**config.mk**
```make
export PLATFORM = sky130hd
export DESIGN_NAME = rics_sequencer
export DESIGN_NICKNAME = d
export VERILOG_FILES = /design/src/hdl/rics_pkg.sv /design/src/hdl/rics_phase_timer.sv /design/src/hdl/rics_sequencer.sv
export SDC_FILE = /design/constraint.sdc
export NUM_CORES = 1
export LEC_CHECK = 0
export BUFFER_PORTS_ARGS = -buffer_cell sky130_fd_sc_hd__buf_2
export CAP_MARGIN = 25
export CELL_PAD_IN_SITES_DETAIL_PLACEMENT = 2
export CELL_PAD_IN_SITES_GLOBAL_PLACEMENT = 2
export CORE_MARGIN = 2
export CORE_UTILIZATION = 26
export CTS_BUF_LIST = sky130_fd_sc_hd__clkbuf_16
export DETAILED_ROUTE_END_ITERATION = 8
export PLACE_DENSITY_LB_ADDON = 0.1
export SKIP_LAST_GASP = 1
export SLEW_MARGIN = 5
export SYNTH_ARGS = -nofsm -noshare
export SYNTH_HDL_FRONTEND = slang
export SYNTH_HIERARCHICAL = 1
export SYNTH_SLANG_ARGS = --single-unit
```
**constraint.sdc**
```tcl
create_clock -name sys_clk -period 2.7 [get_ports sys_clk]
set_clock_uncertainty 0.2 [all_clocks]
set_input_delay 0.135 -clock sys_clk [delete_from_list [all_inputs] [get_ports sys_clk]]
set_output_delay 0.135 -clock sys_clk [all_outputs]
set_load 0.02 [all_outputs]
```
**src/hdl/rics_pkg.sv**
```systemverilog
// Package with the shared constants, states and carriers of the ROM and I/O cycle sequencer.
package rics_pkg;

  // Clock and timing, each time in ns as printed and its derived cycle count.
  localparam int CLK_PERIOD_NS = 10;
  localparam int ADDR_SETUP_NS = 20;
  localparam int ROM_ACCESS_NS = 150;
  localparam int IO_STROBE_NS = 250;
  localparam int ADDR_HOLD_NS = 20;
  localparam logic [7:0] ADDR_SETUP_CYC = 8'((ADDR_SETUP_NS + CLK_PERIOD_NS - 1) / CLK_PERIOD_NS);
  localparam logic [7:0] ROM_ACCESS_CYC = 8'((ROM_ACCESS_NS + CLK_PERIOD_NS - 1) / CLK_PERIOD_NS);
  localparam logic [7:0] IO_STROBE_CYC = 8'((IO_STROBE_NS + CLK_PERIOD_NS - 1) / CLK_PERIOD_NS);
  localparam logic [7:0] ADDR_HOLD_CYC = 8'((ADDR_HOLD_NS + CLK_PERIOD_NS - 1) / CLK_PERIOD_NS);

  // Address map fields.
  localparam int QUAD_HI = 31;
  localparam int QUAD_LO = 30;
  localparam logic [1:0] QUAD_ROM = 2'h2;
  localparam logic [1:0] QUAD_BOOT = 2'h0;
  localparam logic [1:0] QUAD_IO = 2'h3;
  localparam int ROM_HALF_BIT = 29;
  localparam int BYTE_SEL_HI = 23;
  localparam int BYTE_SEL_LO = 22;
  localparam int ROM_WORD_HI = 19;
  localparam int ROM_WORD_LO = 2;
  localparam int IO_SPACE_BIT = 25;
  localparam int BUF_ADDR_W = 26;
  localparam int IO_DATA_W = 16;
  localparam logic [1:0] LAST_BYTE = 2'h3;
  localparam logic [31:0] DATA_RESET = 32'h0000_0000;

  typedef enum logic [4:0] {
    RICS_IDLE = 5'b00001,
    RICS_SETUP = 5'b00010,
    RICS_STROBE = 5'b00100,
    RICS_HOLD = 5'b01000,
    RICS_DONE = 5'b10000
  } rics_state_t;

  // Processor request and answer.
  typedef struct packed {
    logic valid;
    logic we;
    logic [31:0] addr;
    logic [31:0] wdata;
  } rics_req_t;

  typedef struct packed {
    logic ack;
    logic [31:0] rdata;
  } rics_rsp_t;

endpackage : rics_pkg

```
**src/hdl/rics_phase_timer.sv**
```systemverilog
// Down-counter that times each phase of an external cycle.
`timescale 1ns/1ns
module rics_phase_timer
  import rics_pkg::*;
(
  // Clock and reset
  input wire logic sys_clk,
  input wire logic reset_n,
  // Control
  input wire logic start,
  input wire logic [7:0] length,
  // Status
  output logic expired
);

  typedef struct packed {
    logic [7:0] cnt;
  } rics_timer_t;

  rics_timer_t st_r;
  rics_timer_t st_nxt;

  always_comb
  begin
    st_nxt = st_r;
    if (start)
    begin
      st_nxt.cnt = length;
    end
    else if (st_r.cnt != 8'h00)
    begin
      st_nxt.cnt = st_r.cnt - 8'h01;
    end
  end

  always_ff @(posedge sys_clk)
  begin
    if (!reset_n)
    begin
      st_r <= '0;
    end
    else
    begin
      st_r <= st_nxt;
    end
  end

  // The phase ends in its last counted cycle.
  assign expired = (st_r.cnt == 8'h01);

endmodule : rics_phase_timer

```
**src/hdl/rics_sequencer.sv**
```systemverilog
// ROM and I/O cycle sequencer between the processor bus and the byte-wide ROMs and peripherals.
//
// Operation
// - I/O data bus carries the low 16 bits of the processor data.
// - Both ROMs always decode in the quadrant where address bits 31:30 are 10.
// - After reset ROMs also decode in quadrant 00 for boot fetches.
// - Jumper input picks which ROM sits in the lower half of the quadrant.
// - Jumper absent puts the Flash in the lower half so booting uses Flash.
// - ROM reads drive the two lowest ROM address lines from the byte counter.
// - Each ROM read fetches four bytes and returns one packed 32-bit word.
// - Flash write loads the byte counter from address bits 23:22.
// - Upper Flash address lines come from buffered address bits 19:2.
// - Peripheral accesses produce ISA-style I/O read and write strobes.
// - Address bit 25 drives the peripheral enable line; high means external space.
// - Peripheral reads take only the low byte lane of the I/O bus; writes drive all 16 bits.
`timescale 1ns/1ns
module rics_sequencer
  import rics_pkg::*;
(
  // Clock and reset
  input wire logic sys_clk,
  input wire logic reset_n,
  // Processor side
  input rics_req_t cpu_req,
  output rics_rsp_t cpu_rsp,
  output logic cpu_busy,
  // Board straps and control
  input wire logic eprom_boot_n,
  input wire logic boot_alias_clear,
  output logic boot_alias_on,
  // Buffered address and ROM controls
  output logic [BUF_ADDR_W-1:0] buf_addr,
  output logic [ROM_WORD_HI-ROM_WORD_LO:0] rom_word_addr,
  output logic [1:0] rom_byte_addr,
  output logic flash_cs_n,
  output logic eprom_cs_n,
  output logic rom_oe_n,
  output logic rom_we_n,
  // I/O bus and strobes
  input wire logic [IO_DATA_W-1:0] io_data_in,
  output logic [IO_DATA_W-1:0] io_data_out,
  output logic io_data_oe,
  output logic io_rd_n,
  output logic io_wr_n,
  output logic io_space_select_line
);

  typedef struct packed {
    rics_state_t state;
    logic alias_on;
    logic we;
    logic is_rom;
    logic is_io;
    logic is_flash;
    logic [1:0] cnt;
    logic [31:0] addr;
    logic [31:0] wdata;
    logic [31:0] rdata;
    logic rom_sel;
    logic flash_sel;
    logic eprom_sel;
    logic oe;
    logic wr;
    logic ior;
    logic iow;
    logic drive;
  } rics_seq_t;

  localparam rics_seq_t SEQ_RESET = '{
    state: RICS_IDLE,
    alias_on: 1'b1,
    we: 1'b0,
    is_rom: 1'b0,
    is_io: 1'b0,
    is_flash: 1'b0,
    cnt: 2'h0,
    addr: DATA_RESET,
    wdata: DATA_RESET,
    rdata: DATA_RESET,
    rom_sel: 1'b0,
    flash_sel: 1'b0,
    eprom_sel: 1'b0,
    oe: 1'b0,
    wr: 1'b0,
    ior: 1'b0,
    iow: 1'b0,
    drive: 1'b0
  };

  rics_seq_t st_r;
  rics_seq_t st_nxt;
  logic tmr_start;
  logic [7:0] tmr_len;
  logic tmr_done;

  // Decides whether an address reaches the ROMs, given the boot alias state.
  function automatic logic rom_hit(input logic [31:0] a, input logic alias_on);
    rom_hit = (a[QUAD_HI:QUAD_LO] == QUAD_ROM) ||
              (alias_on && (a[QUAD_HI:QUAD_LO] == QUAD_BOOT));
  endfunction : rom_hit

  // Selects the Flash for the lower half when the boot jumper is absent.
  function automatic logic flash_hit(input logic [31:0] a, input logic boot_eprom_n);
    flash_hit = a[ROM_HALF_BIT] ? !boot_eprom_n : boot_eprom_n;
  endfunction : flash_hit

  rics_phase_timer u_timer (
    .sys_clk(sys_clk),
    .reset_n(reset_n),
    .start(tmr_start),
    .length(tmr_len),
    .expired(tmr_done)
  );

  always_comb
  begin
    st_nxt = st_r;
    tmr_start = 1'b0;
    tmr_len = ADDR_SETUP_CYC;
    if (boot_alias_clear)
    begin
      st_nxt.alias_on = 1'b0;
    end
    unique case (st_r.state)
      RICS_IDLE:
      begin
        if (cpu_req.valid)
        begin
          st_nxt.addr = cpu_req.addr;
          st_nxt.wdata = cpu_req.wdata;
          st_nxt.we = cpu_req.we;
          st_nxt.rdata = DATA_RESET;
          st_nxt.is_rom = rom_hit(cpu_req.addr, st_r.alias_on);
          st_nxt.is_io = (cpu_req.addr[QUAD_HI:QUAD_LO] == QUAD_IO);
          st_nxt.is_flash = flash_hit(cpu_req.addr, eprom_boot_n);
          if (cpu_req.we)
          begin
            st_nxt.cnt = cpu_req.addr[BYTE_SEL_HI:BYTE_SEL_LO];
          end
          else
          begin
            st_nxt.cnt = 2'h0;
          end
          if (st_nxt.is_rom || st_nxt.is_io)
          begin
            st_nxt.state = RICS_SETUP;
            st_nxt.rom_sel = st_nxt.is_rom;
            st_nxt.flash_sel = st_nxt.is_rom && st_nxt.is_flash;
            st_nxt.eprom_sel = st_nxt.is_rom && !st_nxt.is_flash;
            st_nxt.drive = cpu_req.we;
            tmr_start = 1'b1;
            tmr_len = ADDR_SETUP_CYC;
          end
          else
          begin
            st_nxt.state = RICS_DONE;
          end
        end
      end
      RICS_SETUP:
      begin
        if (tmr_done)
        begin
          st_nxt.state = RICS_STROBE;
          tmr_start = 1'b1;
          if (st_r.is_rom)
          begin
            tmr_len = ROM_ACCESS_CYC;
            st_nxt.oe = !st_r.we;
            st_nxt.wr = st_r.we && st_r.is_flash;
          end
          else
          begin
            tmr_len = IO_STROBE_CYC;
            st_nxt.ior = !st_r.we;
            st_nxt.iow = st_r.we;
          end
        end
      end
      RICS_STROBE:
      begin
        if (tmr_done)
        begin
          st_nxt.oe = 1'b0;
          st_nxt.wr = 1'b0;
          st_nxt.ior = 1'b0;
          st_nxt.iow = 1'b0;
          if (!st_r.we && st_r.is_rom)
          begin
            st_nxt.rdata[8*st_r.cnt +: 8] = io_data_in[7:0];
          end
          else if (!st_r.we)
          begin
            st_nxt.rdata = {24'h00_0000, io_data_in[7:0]};
          end
          tmr_start = 1'b1;
          if (!st_r.we && st_r.is_rom && (st_r.cnt != LAST_BYTE))
          begin
            st_nxt.cnt = st_r.cnt + 2'h1;
            st_nxt.state = RICS_SETUP;
            tmr_len = ADDR_SETUP_CYC;
          end
          else
          begin
            st_nxt.state = RICS_HOLD;
            tmr_len = ADDR_HOLD_CYC;
          end
        end
      end
      RICS_HOLD:
      begin
        if (tmr_done)
        begin
          st_nxt.state = RICS_DONE;
          st_nxt.rom_sel = 1'b0;
          st_nxt.flash_sel = 1'b0;
          st_nxt.eprom_sel = 1'b0;
          st_nxt.drive = 1'b0;
        end
      end
      RICS_DONE:
      begin
        st_nxt.state = RICS_IDLE;
      end
      default:
      begin
        st_nxt = SEQ_RESET;
      end
    endcase
  end

  always_ff @(posedge sys_clk)
  begin
    if (!reset_n)
    begin
      st_r <= SEQ_RESET;
    end
    else
    begin
      st_r <= st_nxt;
    end
  end

  // Processor answer.
  assign cpu_rsp.ack = (st_r.state == RICS_DONE);
  assign cpu_rsp.rdata = st_r.rdata;
  assign cpu_busy = (st_r.state != RICS_IDLE);
  assign boot_alias_on = st_r.alias_on;

  // Buffered, word and space address outputs held for the whole cycle; the byte address follows the counter.
  assign buf_addr = st_r.addr[BUF_ADDR_W-1:0];
  assign rom_word_addr = st_r.addr[ROM_WORD_HI:ROM_WORD_LO];
  assign rom_byte_addr = st_r.cnt;
  assign io_space_select_line = st_r.addr[IO_SPACE_BIT];

  // ROM strobes.
  assign flash_cs_n = !st_r.flash_sel;
  assign eprom_cs_n = !st_r.eprom_sel;
  assign rom_oe_n = !st_r.oe;
  assign rom_we_n = !st_r.wr;

  // I/O bus; the byte-wide parts listen on the low lane only.
  assign io_data_out = st_r.wdata[IO_DATA_W-1:0];
  assign io_data_oe = st_r.drive;
  assign io_rd_n = !st_r.ior;
  assign io_wr_n = !st_r.iow;

endmodule : rics_sequencer

```
After elaboration in Yosys (flattened, before gate mapping)
Index checks and enable logic that the tools add are counted.
{"block": "op_classes", "muxes": 41, "shift": 2, "n_bitwise": 4, "eq_ne": 19, "n_addsub": 3, "reduce_logical": 34}
{"cell": "58-bit case mux with 2 select lines", "n": 1}
{"cell": "105-bit two-way mux", "n": 1}
{"cell": "32-bit two-way mux", "n": 3}
{"cell": "32-bit case mux with 3 select lines", "n": 1}
{"cell": "5-bit two-way mux", "n": 8}
{"cell": "5-bit negator with 34-bit output", "n": 1}
{"cell": "8-bit by 34-bit variable shift with 32-bit output, first input constant", "n": 1}
{"cell": "8-bit by 34-bit indexed part select with 32-bit output", "n": 1}
{"cell": "32-bit bitwise mux", "n": 1}
{"cell": "4-bit AND reduction", "n": 6}
{"cell": "5-bit case mux with 4 select lines", "n": 1}
{"cell": "2-bit inequality test, second input constant", "n": 9}
{"cell": "8-bit two-way mux", "n": 2}
{"cell": "2-bit two-way mux", "n": 6}
{"cell": "4-bit two-way mux", "n": 3}
{"cell": "2-bit case mux with 3 select lines", "n": 2}
{"cell": "4-bit case mux with 3 select lines", "n": 1}
{"cell": "1-bit logical NOT", "n": 9}
{"cell": "3-bit OR reduction", "n": 3}
{"cell": "8-bit by 1-bit equality test with 1-bit output, second input constant", "n": 1}
{"cell": "4-bit case mux with 2 select lines", "n": 1}
{"cell": "8-bit nonzero test", "n": 1}
{"cell": "8-bit by 1-bit subtractor with 8-bit output, second input constant", "n": 1}
{"cell": "1-bit two-way mux", "n": 7}
{"cell": "21 further kinds", "n": 32}
{"block": "word_totals", "reg_bits": 100, "out_inout_bits": 105, "word_cells": 120, "in_bits": 86}

Longest topological paths before layout
Gate-level depths: netlist of run 1.
{"block": "logic_depth", "ltp_word": 8, "ltp_mapped": 12, "depth_no_buf": 10}

Modules after synthesis
The synthesis of run 1 kept the hierarchy.
{"module": "rics_sequencer", "cells_per_inst": 600, "instances": 1, "area_each_um2": 4992.3}
{"module": "rics_phase_timer", "cells_per_inst": 54, "instances": 1, "area_each_um2": 495.5}

Worst setup path before layout of run 1
No wires, ideal clock.
{"block": "synth_timing", "path_type": "register -> register", "from": "register st_r[112] (netlist name)", "to": "register u_timer/st_r[0] (netlist name)", "setup_slack_ns": 0.157, "setup_time_ns": 0.119, "arrival_ns": 2.225, "path_stages_with_launch": 13, "path_cell_list": "dfxtp_1 > buf_6 > or4b_4 > nor2_8 > buf_6 > buf_4 > o21ai_0 > o21ai_0 > buf_2 > inv_2 > nand4_2 > mux2i_1 > a21boi_1"}
{"block": "synth_via", "elab_chain_len": 4, "elab_cells_between_ends": 8, "cone_classes": "eq/ne: 3; mux: 3; reduce/logical: 2"}
{"element": "start: declaration", "line": "rics_sequencer.sv:90", "rtl": "rics_seq_t st_r;"}
{"element": "start signal: assignment", "line": "rics_sequencer.sv:240", "rtl": "st_r <= st_nxt;"}
{"element": "5-bit by 3-bit equality test with 1-bit output or 5-bit by 2-bit equality test with 1-bit output (tied branches)", "line": "rics_sequencer.sv:124", "rtl": "unique case (st_r.state)"}
{"element": "2-bit OR reduction (no line)"}
{"element": "1-bit case mux with 2 select lines *", "line": "rics_sequencer.sv:124"}
{"element": "via tmr_start", "line": "rics_sequencer.sv:92", "rtl": "logic tmr_start;"}
{"element": "8-bit two-way mux or 2-bit nonzero test (tied branches)"}
{"element": "end signal: assignment", "line": "rics_phase_timer.sv:44", "rtl": "st_r <= st_nxt;"}
{"element": "end: declaration", "line": "rics_phase_timer.sv:20", "rtl": "rics_timer_t st_r;"}
Mark *: on every way through the listed nets, which the timed path passes. The rest lies on a longest branch.
A chain may end at the register's enable or synchronous reset.

Final worst setup path of run 1
{"block": "layout_timing", "from": "register u_timer/st_r[4] (netlist name)", "to": "register st_r, in the netlist cpu_rsp[22]"}
{"block": "layout_via", "elab_chain_len": 3}
{"element": "8-bit by 1-bit equality test with 1-bit output", "line": "rics_phase_timer.sv:49", "rtl": "assign expired = (st_r.cnt == 8'h01);"}
{"element": "via tmr_done", "line": "rics_sequencer.sv:94", "rtl": "logic tmr_done;"}
{"element": "2-bit inequality test (no line)"}
{"element": "4-bit AND reduction (no line)"}
The timed path passes the listed nets, and every way through them passes these cells.

==> flow_summary_export.csv, run 1 <==
group,metric,value,unit
place,portBuffers,163,
pwr,leakagePower,0.00299,µW
setup_path,rrSetupSlack,220,ps
sta,fin_tns_setup,0,ps
floorplanning,ios,191,
floorplanning,core,20900,µm²
clock_tree,clockBufferDepth,2,
clock_tree,tritoncts,"done",
route,drc,0,
synthesis,synthArstFlopShare,0,%
sta,rsz0062_at_grt,"false",
setup_path,cp-start-kind,"register",
route,drt_iter0_drc,174,
pwr,p_total,4970,µW
setup_path,cp.arrival,2560,ps
sta,tightestPinTransition,629,ps
sta,hold_viol_final,0,
route,drt-total-wl,17200,µm
setup_path,timing.rr.end,"cpu_rsp[22]",
place,hpwl,12000,µm
hold_path,worstHoldPathType,"input port to register",
setup_path,crit_path_end_kind,"register",
floorplanning,die_area,22300,µm²
place,dpl_cell_area,5890,µm²
global_route,grt_max_degree,77,
hold_path,hp-start,"reset_n",
setup_path,path_class,"register to register",
final_layout,fin_nets,863,
pwr,p_int,3150,µW
pwr,power_frac_clock,28.7,%
route,final_antenna_net_count,0,
setup_path,required,2780,ps
hold_path,holdPathEnd,"cpu_rsp[16]",
synthesis,ys_seq_elements,100,
final_layout,final_cell_mix,"buf_2, nand3_1, dfxtp_1",
sta,fin_crit_sh,91.7,%
sta,finalSetupViolations,0,
global_route,grt_pass1_wl,27100,µm
setup_path,cpMaxStageDelayCell,"a21oi_4",
synthesis,yosys_warnings,6,
place,gp_congestion,0.788,
route,dr.pass1.iters,4,
pwr,vdd_drop_max,0.000339,V
floorplanning,rows,53,
sta,relSlewSlack,58.0,%
clock_tree,clkTransAtPathRegs,70,ps
outcome,status,"finished clean",
clock_tree,numCtsBuffers,9,
pwr,pwr-share-comb,34.1,%
setup_path,critPathBufInv,0,
floorplanning,start_util,26.3,%
floorplanning,die_w,149,µm
global_route,grt_pass1_vias,5147,
route,viasPerCell,4.63,
hold_path,holdPathStages,3,
synthesis,synth_area,5490,µm²
synthesis,postSynthAreaPerCell,8.39,µm²
synthesis,synthFlopType,"dfxtp_1",
pwr,seq_power_share,37.2,%
sta,maxSlewViolCount,0,
final_layout,mostFrequentLayoutCell,"buf_2",
pwr,swShare,36.6,%
synthesis,synth_edf_count,0,
setup_path,crit_chain,"nor4_4, and3_2, nor2b_1, o21ai_0, a21oi_4, mux2i_1",
sta,post-route-min-period,2480,ps
clock_tree,cts.sinks,100,
run,maxCapViolations,0,
global_route,antenna_found_initial,0,
synthesis,syn-instance-count,654,
global_route,grtUsageTotal,15.4,%
synthesis,ys_types,61,
setup_path,worst_r2r_path_depth,6,
clock_tree,htreeDepth,3,
sta,hold_ws,61.5,ps
route,wire_per_inst,16.4,µm
pwr,power.switching,1820,µW
global_route,grt_overflow,0,
pwr,power_density,735,nW/µm²
setup_path,path_max_fanout,11,
setup_path,worst_path_largest_cell_delay,420,ps
final_layout,num-fill-cells,2400,
synthesis,yosysSeqAreaShare,36.5,%
route,vias,4854,
clock_tree,clk_latency,350,ps
sta,fmax,0.404,GHz
final_layout,syn_to_final_growth,23.2,%
setup_path,worstReg2RegStart,"u_timer/st_r[4]",
floorplanning,die_y,149,µm
final_layout,fin_area,6760,µm²
final_layout,drive_gt1_share,28.8,%
final_layout,fin_util,32.4,%
setup_path,crit_family,"simple AND/OR/NAND/NOR gates",
clock_tree,clock-root-buffer,"clkbuf_16",
final_layout,n_antenna_cell,0,
## per-stage QoR
stage	setup WS (ps)	instances
after floorplan	157	656
after global placement	264	977
after detailed placement	190	977
after CTS	175	1048
after global routing	31.8	1048
final	224	1048
## Yosys cell counts, types with 2 or more instances
cell type / n / share of area [%]
o21ai_1: 6 / 0.55
o211ai_1: 3 / 0.41
buf_4: 98 / 13
o22ai_1: 4 / 0.46
nand2b_1: 3 / 0.34
clkbuf_1: 21 / 1.4
inv_1: 15 / 1.0
a211oi_2: 3 / 0.68
nand3_1: 126 / 11
ha_1: 9 / 2.1
o21a_1: 2 / 0.27
buf_1: 2 / 0.14
nor2_1: 20 / 1.4
buf_2: 8 / 0.73
and2_1: 3 / 0.34
nor2b_1: 7 / 0.80
a211oi_1: 4 / 0.55
o21ai_0: 50 / 4.6
o221a_2: 2 / 0.41
a21oi_4: 4 / 1.2
xnor2_1: 3 / 0.48
and3_1: 5 / 0.57
nor3b_1: 5 / 0.68
dfxtp_1: 100 / 36
a21oi_1: 5 / 0.46
nor4b_1: 3 / 0.48
xor2_1: 6 / 0.96
mux2i_1: 38 / 6.9
clkbuf_2: 4 / 0.36
or3_1: 2 / 0.23
nor3_1: 5 / 0.46
buf_6: 4 / 0.82
nand2_1: 56 / 3.8
## flip-flops by register name, indices dropped and copies added (netlist names)
| signal | count |
|---|---|
| u_timer/st_r | 8 |
| io_data_oe | 1 |
| io_data_out | 16 |
| rom_byte_addr | 2 |
| cpu_rsp | 32 |
| buf_addr | 26 |
| boot_alias_on | 1 |
| st_r | 14 |
## layout make-up
type                       instances  area, µm²  area share [%]
clock buffer                       9        225            3.33
clock inverter                     7       91.3            1.35
inverter                          16       60.1           0.888
multi-input combinational        403       2510            37.1
sequential                       100       2000            29.6
tap                              275        344            5.09
timing repair buffer             238       1530            22.6
## worst register-to-register path: stages, from the launching register on
cell,delay [ps]
dfxtp_1,360
nor4_4,300
and3_2,380
nor2b_1,280
o21ai_0,210
a21oi_4,420
mux2i_1,250
## layer usage
metal	part of all wire, %	routed length [µm]	global-route usage (%)
met1	44	7640	18.9
met2	50	8620	26.9
met3	4.0	684	2.91
met4	1.5	262	5.10
met5	0	0	0
## power groups by stage
| stage | clock, µW | combinational, µW | sequential, µW |
|---|---|---|---|
| after floorplan | 0 | 1360 | 1820 |
| after global placement | 0 | 1610 | 1870 |
| after detailed placement | 0 | 1660 | 1890 |
| after CTS | 1490 | 1740 | 1850 |
| after global routing | 1550 | 1880 | 1880 |
| final | 1430 | 1690 | 1850 |
## what timing repair did
action                                  CTS  global route
endpoints found under the setup margin    0             0
hold buffers                             55             0
hold endpoints to repair                 80             0
buffers inserted                          0             0
gates resized for setup                   0             0
## cells by family (layout without fill, tap and decap cells)
| family | after synthesis | after routing | share of synthesized area [%] |
|---|---|---|---|
| other cells | 1 | 3 | 0.0683 |
| flops | 100 | 100 | 36.5 |
| simple gates | 250 | 250 | 23.5 |
| mux | 40 | 40 | 7.34 |
| xor+xnor | 9 | 9 | 1.44 |
| fa+ha+maj | 9 | 9 | 2.05 |
| buf+inv | 153 | 270 | 18.0 |
| compound gates | 92 | 92 | 11.2 |
## how the worst max path moves through the flow
stage,cells after the start,start,endpoint,slack (ps)
floorplan,12,st_r[112],u_timer/st_r[0],160
global placement,6,u_timer/st_r[4],cpu_rsp[13],260
detailed placement,6,u_timer/st_r[4],cpu_rsp[10],190
CTS,6,u_timer/st_r[4],cpu_rsp[12],170
global route,6,u_timer/st_r[4],cpu_rsp[12],30
finish,6,u_timer/st_r[4],cpu_rsp[22],220
Note: power is estimated with default switching activity, not from simulation.
==> run 2: changes to the inputs <==
--- a/config.mk
+++ b/config.mk
@@ -5,12 +5,13 @@
 export SDC_FILE = /design/constraint.sdc
 export NUM_CORES = 1
 export LEC_CHECK = 0
+export ABC_CLOCK_PERIOD_IN_PS = 3200
 export BUFFER_PORTS_ARGS = -buffer_cell sky130_fd_sc_hd__buf_2
 export CAP_MARGIN = 25
 export CELL_PAD_IN_SITES_DETAIL_PLACEMENT = 2
 export CELL_PAD_IN_SITES_GLOBAL_PLACEMENT = 2
 export CORE_MARGIN = 2
-export CORE_UTILIZATION = 26
+export CORE_UTILIZATION = 31
 export CTS_BUF_LIST = sky130_fd_sc_hd__clkbuf_16
 export DETAILED_ROUTE_END_ITERATION = 8
 export PLACE_DENSITY_LB_ADDON = 0.1
==> constraint.sdc (replaced) <==
create_clock -name sys_clk -period 3.2 [get_ports sys_clk]
set_clock_uncertainty 0.2 [all_clocks]
set_input_delay 0.16 -clock sys_clk [delete_from_list [all_inputs] [get_ports sys_clk]]
set_output_delay 0.16 -clock sys_clk [all_outputs]
set_load 0.02 [all_outputs]
==> flow_summary_export.csv, run 2 (synthesis results as in run 1) <==
group,metric,value,unit
outcome,status,"finished clean",
clock_tree,tritoncts,"done",
setup_path,path_max_fanout,15,
sta,hold_ws,116,ps
route,viasPerCell,4.92,
floorplanning,rows,48,
final_layout,drive_gt1_share,27.7,%
route,drc,0,
final_layout,mostFrequentLayoutCell,"buf_2",
setup_path,cp.arrival,2720,ps
global_route,grt_pass1_vias,5030,
sta,fin_crit_sh,83.1,%
route,dr.pass1.iters,4,
final_layout,fin_nets,853,
setup_path,crit_chain,"nor2b_1, and2_2, inv_1, o21ai_0, inv_2, nand4_2, nand2_2, a211oi_1",
floorplanning,core,17300,µm²
sta,fmax,0.376,GHz
final_layout,final_cell_mix,"buf_2, nand3_1, dfxtp_1",
pwr,vdd_drop_max,0.000251,V
final_layout,multiInputGateArea,2510,µm²
place,place_ws,538,ps
hold_path,worstHoldPathType,"input port to register",
route,drt-total-wl,16700,µm
clock_tree,numCtsBuffers,9,
route,vias,4866,
setup_path,path_class,"register to register",
setup_path,required,3260,ps
floorplanning,die_w,137,µm
global_route,grtUsageTotal,17.8,%
final_layout,syn_to_final_growth,19.9,%
global_route,grt_max_degree,87,
route,final_antenna_net_count,0,
floorplanning,die_area,18800,µm²
pwr,leakagePower,0.00291,µW
place,hpwl,11300,µm
sta,fin_ws,542,ps
setup_path,cpMaxStageDelayCell,"dfxtp_1",
global_route,antenna_found_initial,1,
clock_tree,clk_latency,350,ps
sta,post-route-min-period,2660,ps
clock_tree,cts.sinks,100,
clock_tree,clock-root-buffer,"clkbuf_16",
sta,rsz0062_at_grt,"false",
run,maxCapViolations,0,
setup_path,cp-start-kind,"register",
sta,maxSlewViolCount,0,
hold_path,holdPathStages,4,
sta,hold_viol_final,0,
setup_path,worst_r2r_path_depth,8,
pwr,power_density,603,nW/µm²
clock_tree,clkTransAtPathRegs,70,ps
floorplanning,start_util,31.7,%
place,portBuffers,163,
floorplanning,ios,191,
final_layout,seqCellArea,2000,µm²
setup_path,worst_path_largest_cell_delay,720,ps
final_layout,largest_reg_flops,32,
sta,relSlewSlack,47.2,%
setup_path,crit_path_end_kind,"register",
floorplanning,die_y,137,µm
route,drt_iter0_drc,149,
clock_tree,clockBufferDepth,2,
sta,finalSetupViolations,0,
sta,tightestPinTransition,793,ps
global_route,grt_pass1_wl,26400,µm
sta,fin_tns_setup,0,ps
clock_tree,htreeDepth,3,
final_layout,num-fill-cells,1978,
global_route,grt_overflow,0,
route,wire_per_inst,16.8,µm
place,gp_congestion,0.747,
run 2: cell types whose count changed in the layout (fill, tap and decap cells not counted):
cell           before  now
bufinv_16           2    0
diode_2             0    1
inv_8               1    0
buf_4              20    9
clkinvlp_4          1    2
clkinv_1            1    2
inv_6               0    1
dlygate4sd3_1      55   56
clkinv_2            1    0
clkinv_4            0    1
run 2: path summary, 6_finish.rpt:
path | start | endpoint | slack [ps]
setup reg to reg | st_r[111] | u_timer/st_r[3] | 540
setup / recovery | st_r[111] | u_timer/st_r[3] | 540
hold reg to reg | cpu_rsp[3] | cpu_rsp[3] | 260
hold / removal | cpu_req[61] | st_r[5] | 120
run 2: per-stage QoR:
stage	total power (µW)	utilization (%)	cell area, µm²	std cells
after floorplan	2690	-	5500	656
after global placement	2870	33.2	5750	916
after detailed placement	2930	33.2	5750	916
after CTS	4040	38.0	6580	988
after global routing	4240	38.0	6580	989
final	3970	38.0	6580	989
run 2: repair_timing:
item	CTS	global route
endpoints found under the hold margin	82	0
buffers inserted	0	0
gates resized for setup	0	0
hold buffers	56	0
run 2: cell type report:
cell class	count	area share [%]
antenna	1	0.0380
clock buffer	9	3.42
clock inverter	7	0.665
inverter	16	0.913
multi-input combinational	403	38.1
sequential	100	30.4
tap	225	4.28
timing repair buffer	228	22.2
run 2: where the power goes:
group	switching (µW)	internal, µW
registers	166	1400
clock network	506	524
logic	839	536
run 2: metal layers:
metal | global-route usage [%] | routed length, µm | vias to the layer above
met5 | 0 | 0 | -
li1 | - | - | 2358
met3 | 3.59 | 709 | 18
met1 | 21.3 | 7050 | 2400
met2 | 31.6 | 8640 | 90
met4 | 6.01 | 264 | 0
run 2: critical path, delay by kind of cell, from the launching register on:
| kind | cells | cell delay (ps) |
|---|---|---|
| and+or+nand+nor | 4 | 810 |
| DFF | 1 | 720 |
| AOI/OAI and AO/OA | 2 | 550 |
| buffers and inverters | 2 | 280 |
==> run 3: changes to the inputs <==
--- a/config.mk
+++ b/config.mk
@@ -5,13 +5,13 @@
 export SDC_FILE = /design/constraint.sdc
 export NUM_CORES = 1
 export LEC_CHECK = 0
-export ABC_CLOCK_PERIOD_IN_PS = 3200
+export ABC_CLOCK_PERIOD_IN_PS = 2500
 export BUFFER_PORTS_ARGS = -buffer_cell sky130_fd_sc_hd__buf_2
 export CAP_MARGIN = 25
 export CELL_PAD_IN_SITES_DETAIL_PLACEMENT = 2
 export CELL_PAD_IN_SITES_GLOBAL_PLACEMENT = 2
 export CORE_MARGIN = 2
-export CORE_UTILIZATION = 31
+export CORE_UTILIZATION = 28
 export CTS_BUF_LIST = sky130_fd_sc_hd__clkbuf_16
 export DETAILED_ROUTE_END_ITERATION = 8
 export PLACE_DENSITY_LB_ADDON = 0.1
==> constraint.sdc (replaced) <==
create_clock -name sys_clk -period 2.5 [get_ports sys_clk]
set_clock_uncertainty 0.2 [all_clocks]
set_input_delay 0.125 -clock sys_clk [delete_from_list [all_inputs] [get_ports sys_clk]]
set_output_delay 0.125 -clock sys_clk [all_outputs]
set_load 0.02 [all_outputs]
==> flow_summary_export.csv, run 3 (synthesis results as in run 1) <==
group,metric,value,unit
route,drc,0,
route,drt-total-wl,17600,µm
floorplanning,die_w,144,µm
sta,fin_crit_sh,95.1,%
global_route,grtUsageTotal,17.0,%
route,final_antenna_net_count,0,
final_layout,syn_to_final_growth,26.9,%
place,gp_congestion,0.814,
route,viasPerCell,4.70,
clock_tree,clk_latency,350,ps
sta,fin_tns_setup,0,ps
sta,tightestPinTransition,565,ps
global_route,antenna_found_initial,0,
setup_path,cp-start-kind,"register",
setup_path,path_max_fanout,8,
floorplanning,die_area,20700,µm²
place,dpl_cell_area,6110,µm²
floorplanning,rows,51,
setup_path,critPathBufInv,1,
clock_tree,htreeDepth,3,
setup_path,cpMaxStageDelayCell,"or4b_2",
floorplanning,ios,191,
floorplanning,core,19300,µm²
sta,relSlewSlack,62.3,%
final_layout,mostFrequentLayoutCell,"buf_2",
route,wire_per_inst,16.7,µm
setup_path,worst_path_largest_cell_delay,640,ps
setup_path,crit_family,"simple AND/OR/NAND/NOR gates",
route,drt_iter0_drc,197,
floorplanning,die_y,144,µm
sta,fmax,0.421,GHz
clock_tree,numCtsBuffers,9,
final_layout,final_cell_mix,"buf_2, nand3_1, dfxtp_1",
place,hpwl,12200,µm
place,portBuffers,163,
global_route,grt_overflow,0,
clock_tree,clock-root-buffer,"clkbuf_16",
sta,post-route-min-period,2380,ps
setup_path,path_class,"register to register",
hold_path,worstHoldPathType,"input port to register",
global_route,grt_pass1_vias,5282,
final_layout,fin_area,6970,µm²
setup_path,crit_chain,"inv_1, ha_1, and3_2, or4b_2, a31oi_1, a21oi_1, mux2i_1",
final_layout,fin_nets,875,
final_layout,largest_reg_flops,32,
route,dr.pass1.iters,4,
final_layout,drive_gt1_share,30.2,%
pwr,power_density,793,nW/µm²
sta,hold_viol_final,0,
pwr,vdd_drop_max,0.000328,V
final_layout,num-fill-cells,2209,
clock_tree,cts.sinks,100,
pwr,leakagePower,0.00309,µW
global_route,grt_max_degree,109,
floorplanning,start_util,28.4,%
route,vias,4940,
clock_tree,cts_setup_buffers,0,
setup_path,cp.arrival,2400,ps
sta,maxSlewViolCount,0,
run,maxCapViolations,0,
setup_path,crit_path_end_kind,"register",
clock_tree,clockBufferDepth,2,
sta,rsz0062_at_grt,"false",
outcome,status,"finished clean",
clock_tree,tritoncts,"done",
clock_tree,clkTransAtPathRegs,70,ps
sta,finalSetupViolations,0,
global_route,grt_pass1_wl,27800,µm
setup_path,required,2520,ps
==> run 3: cell count changes in the layout (fill, tap and decap cells not counted), sizes merged <==
cell / change
buf: +24
inv: -1
bufinv: +2
clkinvlp: -1
dlygate4sd3: -2
clkinv: -1
==> run 3: through the flow <==
step	setup slack [ps]	instances	total power (µW)	utilization, %	hold slack (ps)
finish	123	1050	5520	36.0	9.53
global route	26.0	1049	5900	36.0	26.6
global placement	154	980	3910	31.6	177
floorplan	7.74	656	3450	-	53.2
detailed placement	98.4	980	3980	31.6	167
CTS	95.5	1049	5620	36.0	8.15
==> run 3: timing repair <==
item,4_1_cts,5_1_grt
resized for setup,0,1
hold buffers,54,0
endpoints found under the hold margin,85,0
endpoints found under the setup margin,0,18
==> run 3: power by group <==
part	total (µW)	internal [µW]	switching [µW]
Combinational	2000	856	1140
Clock	1530	875	658
Sequential	1990	1790	203
Total	5520	3520	2000
==> run 3: path summary, 6_finish.rpt <==
| check | cells past startpoint | startpoint | end | slack (ps) |
|---|---|---|---|---|
| max | 7 | u_timer/st_r[1] | st_r[6] | 120 |
| min | 4 | eprom_boot_n | st_r[6] | 10 |
| max reg2reg | 7 | u_timer/st_r[1] | st_r[6] | 120 |
| min reg2reg | 2 | cpu_rsp[6] | cpu_rsp[6] | 260 |
==> run 3: worst register-to-register path, cell delays in order, from the launching register on <==
cell and delay (ps):
dfxtp_1 400, inv_1 110, ha_1 180, and3_2 240, or4b_2 640, a31oi_1 180, a21oi_1 130, mux2i_1 160
==> run 3: layout make-up <==
cell class | count | area (µm²) | area share (%)
Tap cell | 265 | 332 | 4.76
Sequential cell | 100 | 2000 | 28.7
Clock inverter | 6 | 87.6 | 1.26
Clock buffer | 9 | 225 | 3.23
Multi-Input combinational cell | 403 | 2510 | 36.0
Timing Repair Buffer | 250 | 1740 | 25.0
Antenna cell | 1 | 2.50 | 0.0359
Inverter | 16 | 62.6 | 0.898
==> run 3: metal layers <==
layer  global-route usage [%]  routed length [µm]  up-vias  share of wire [%]
met5                        0                   0        -                  0
met4                     4.02                 140        0               0.80
met3                     4.30                 851        7                4.8
met2                     30.1                8960       96                 51
met1                     20.6                7630     2435                 43
li1                         -                   -     2402                  -
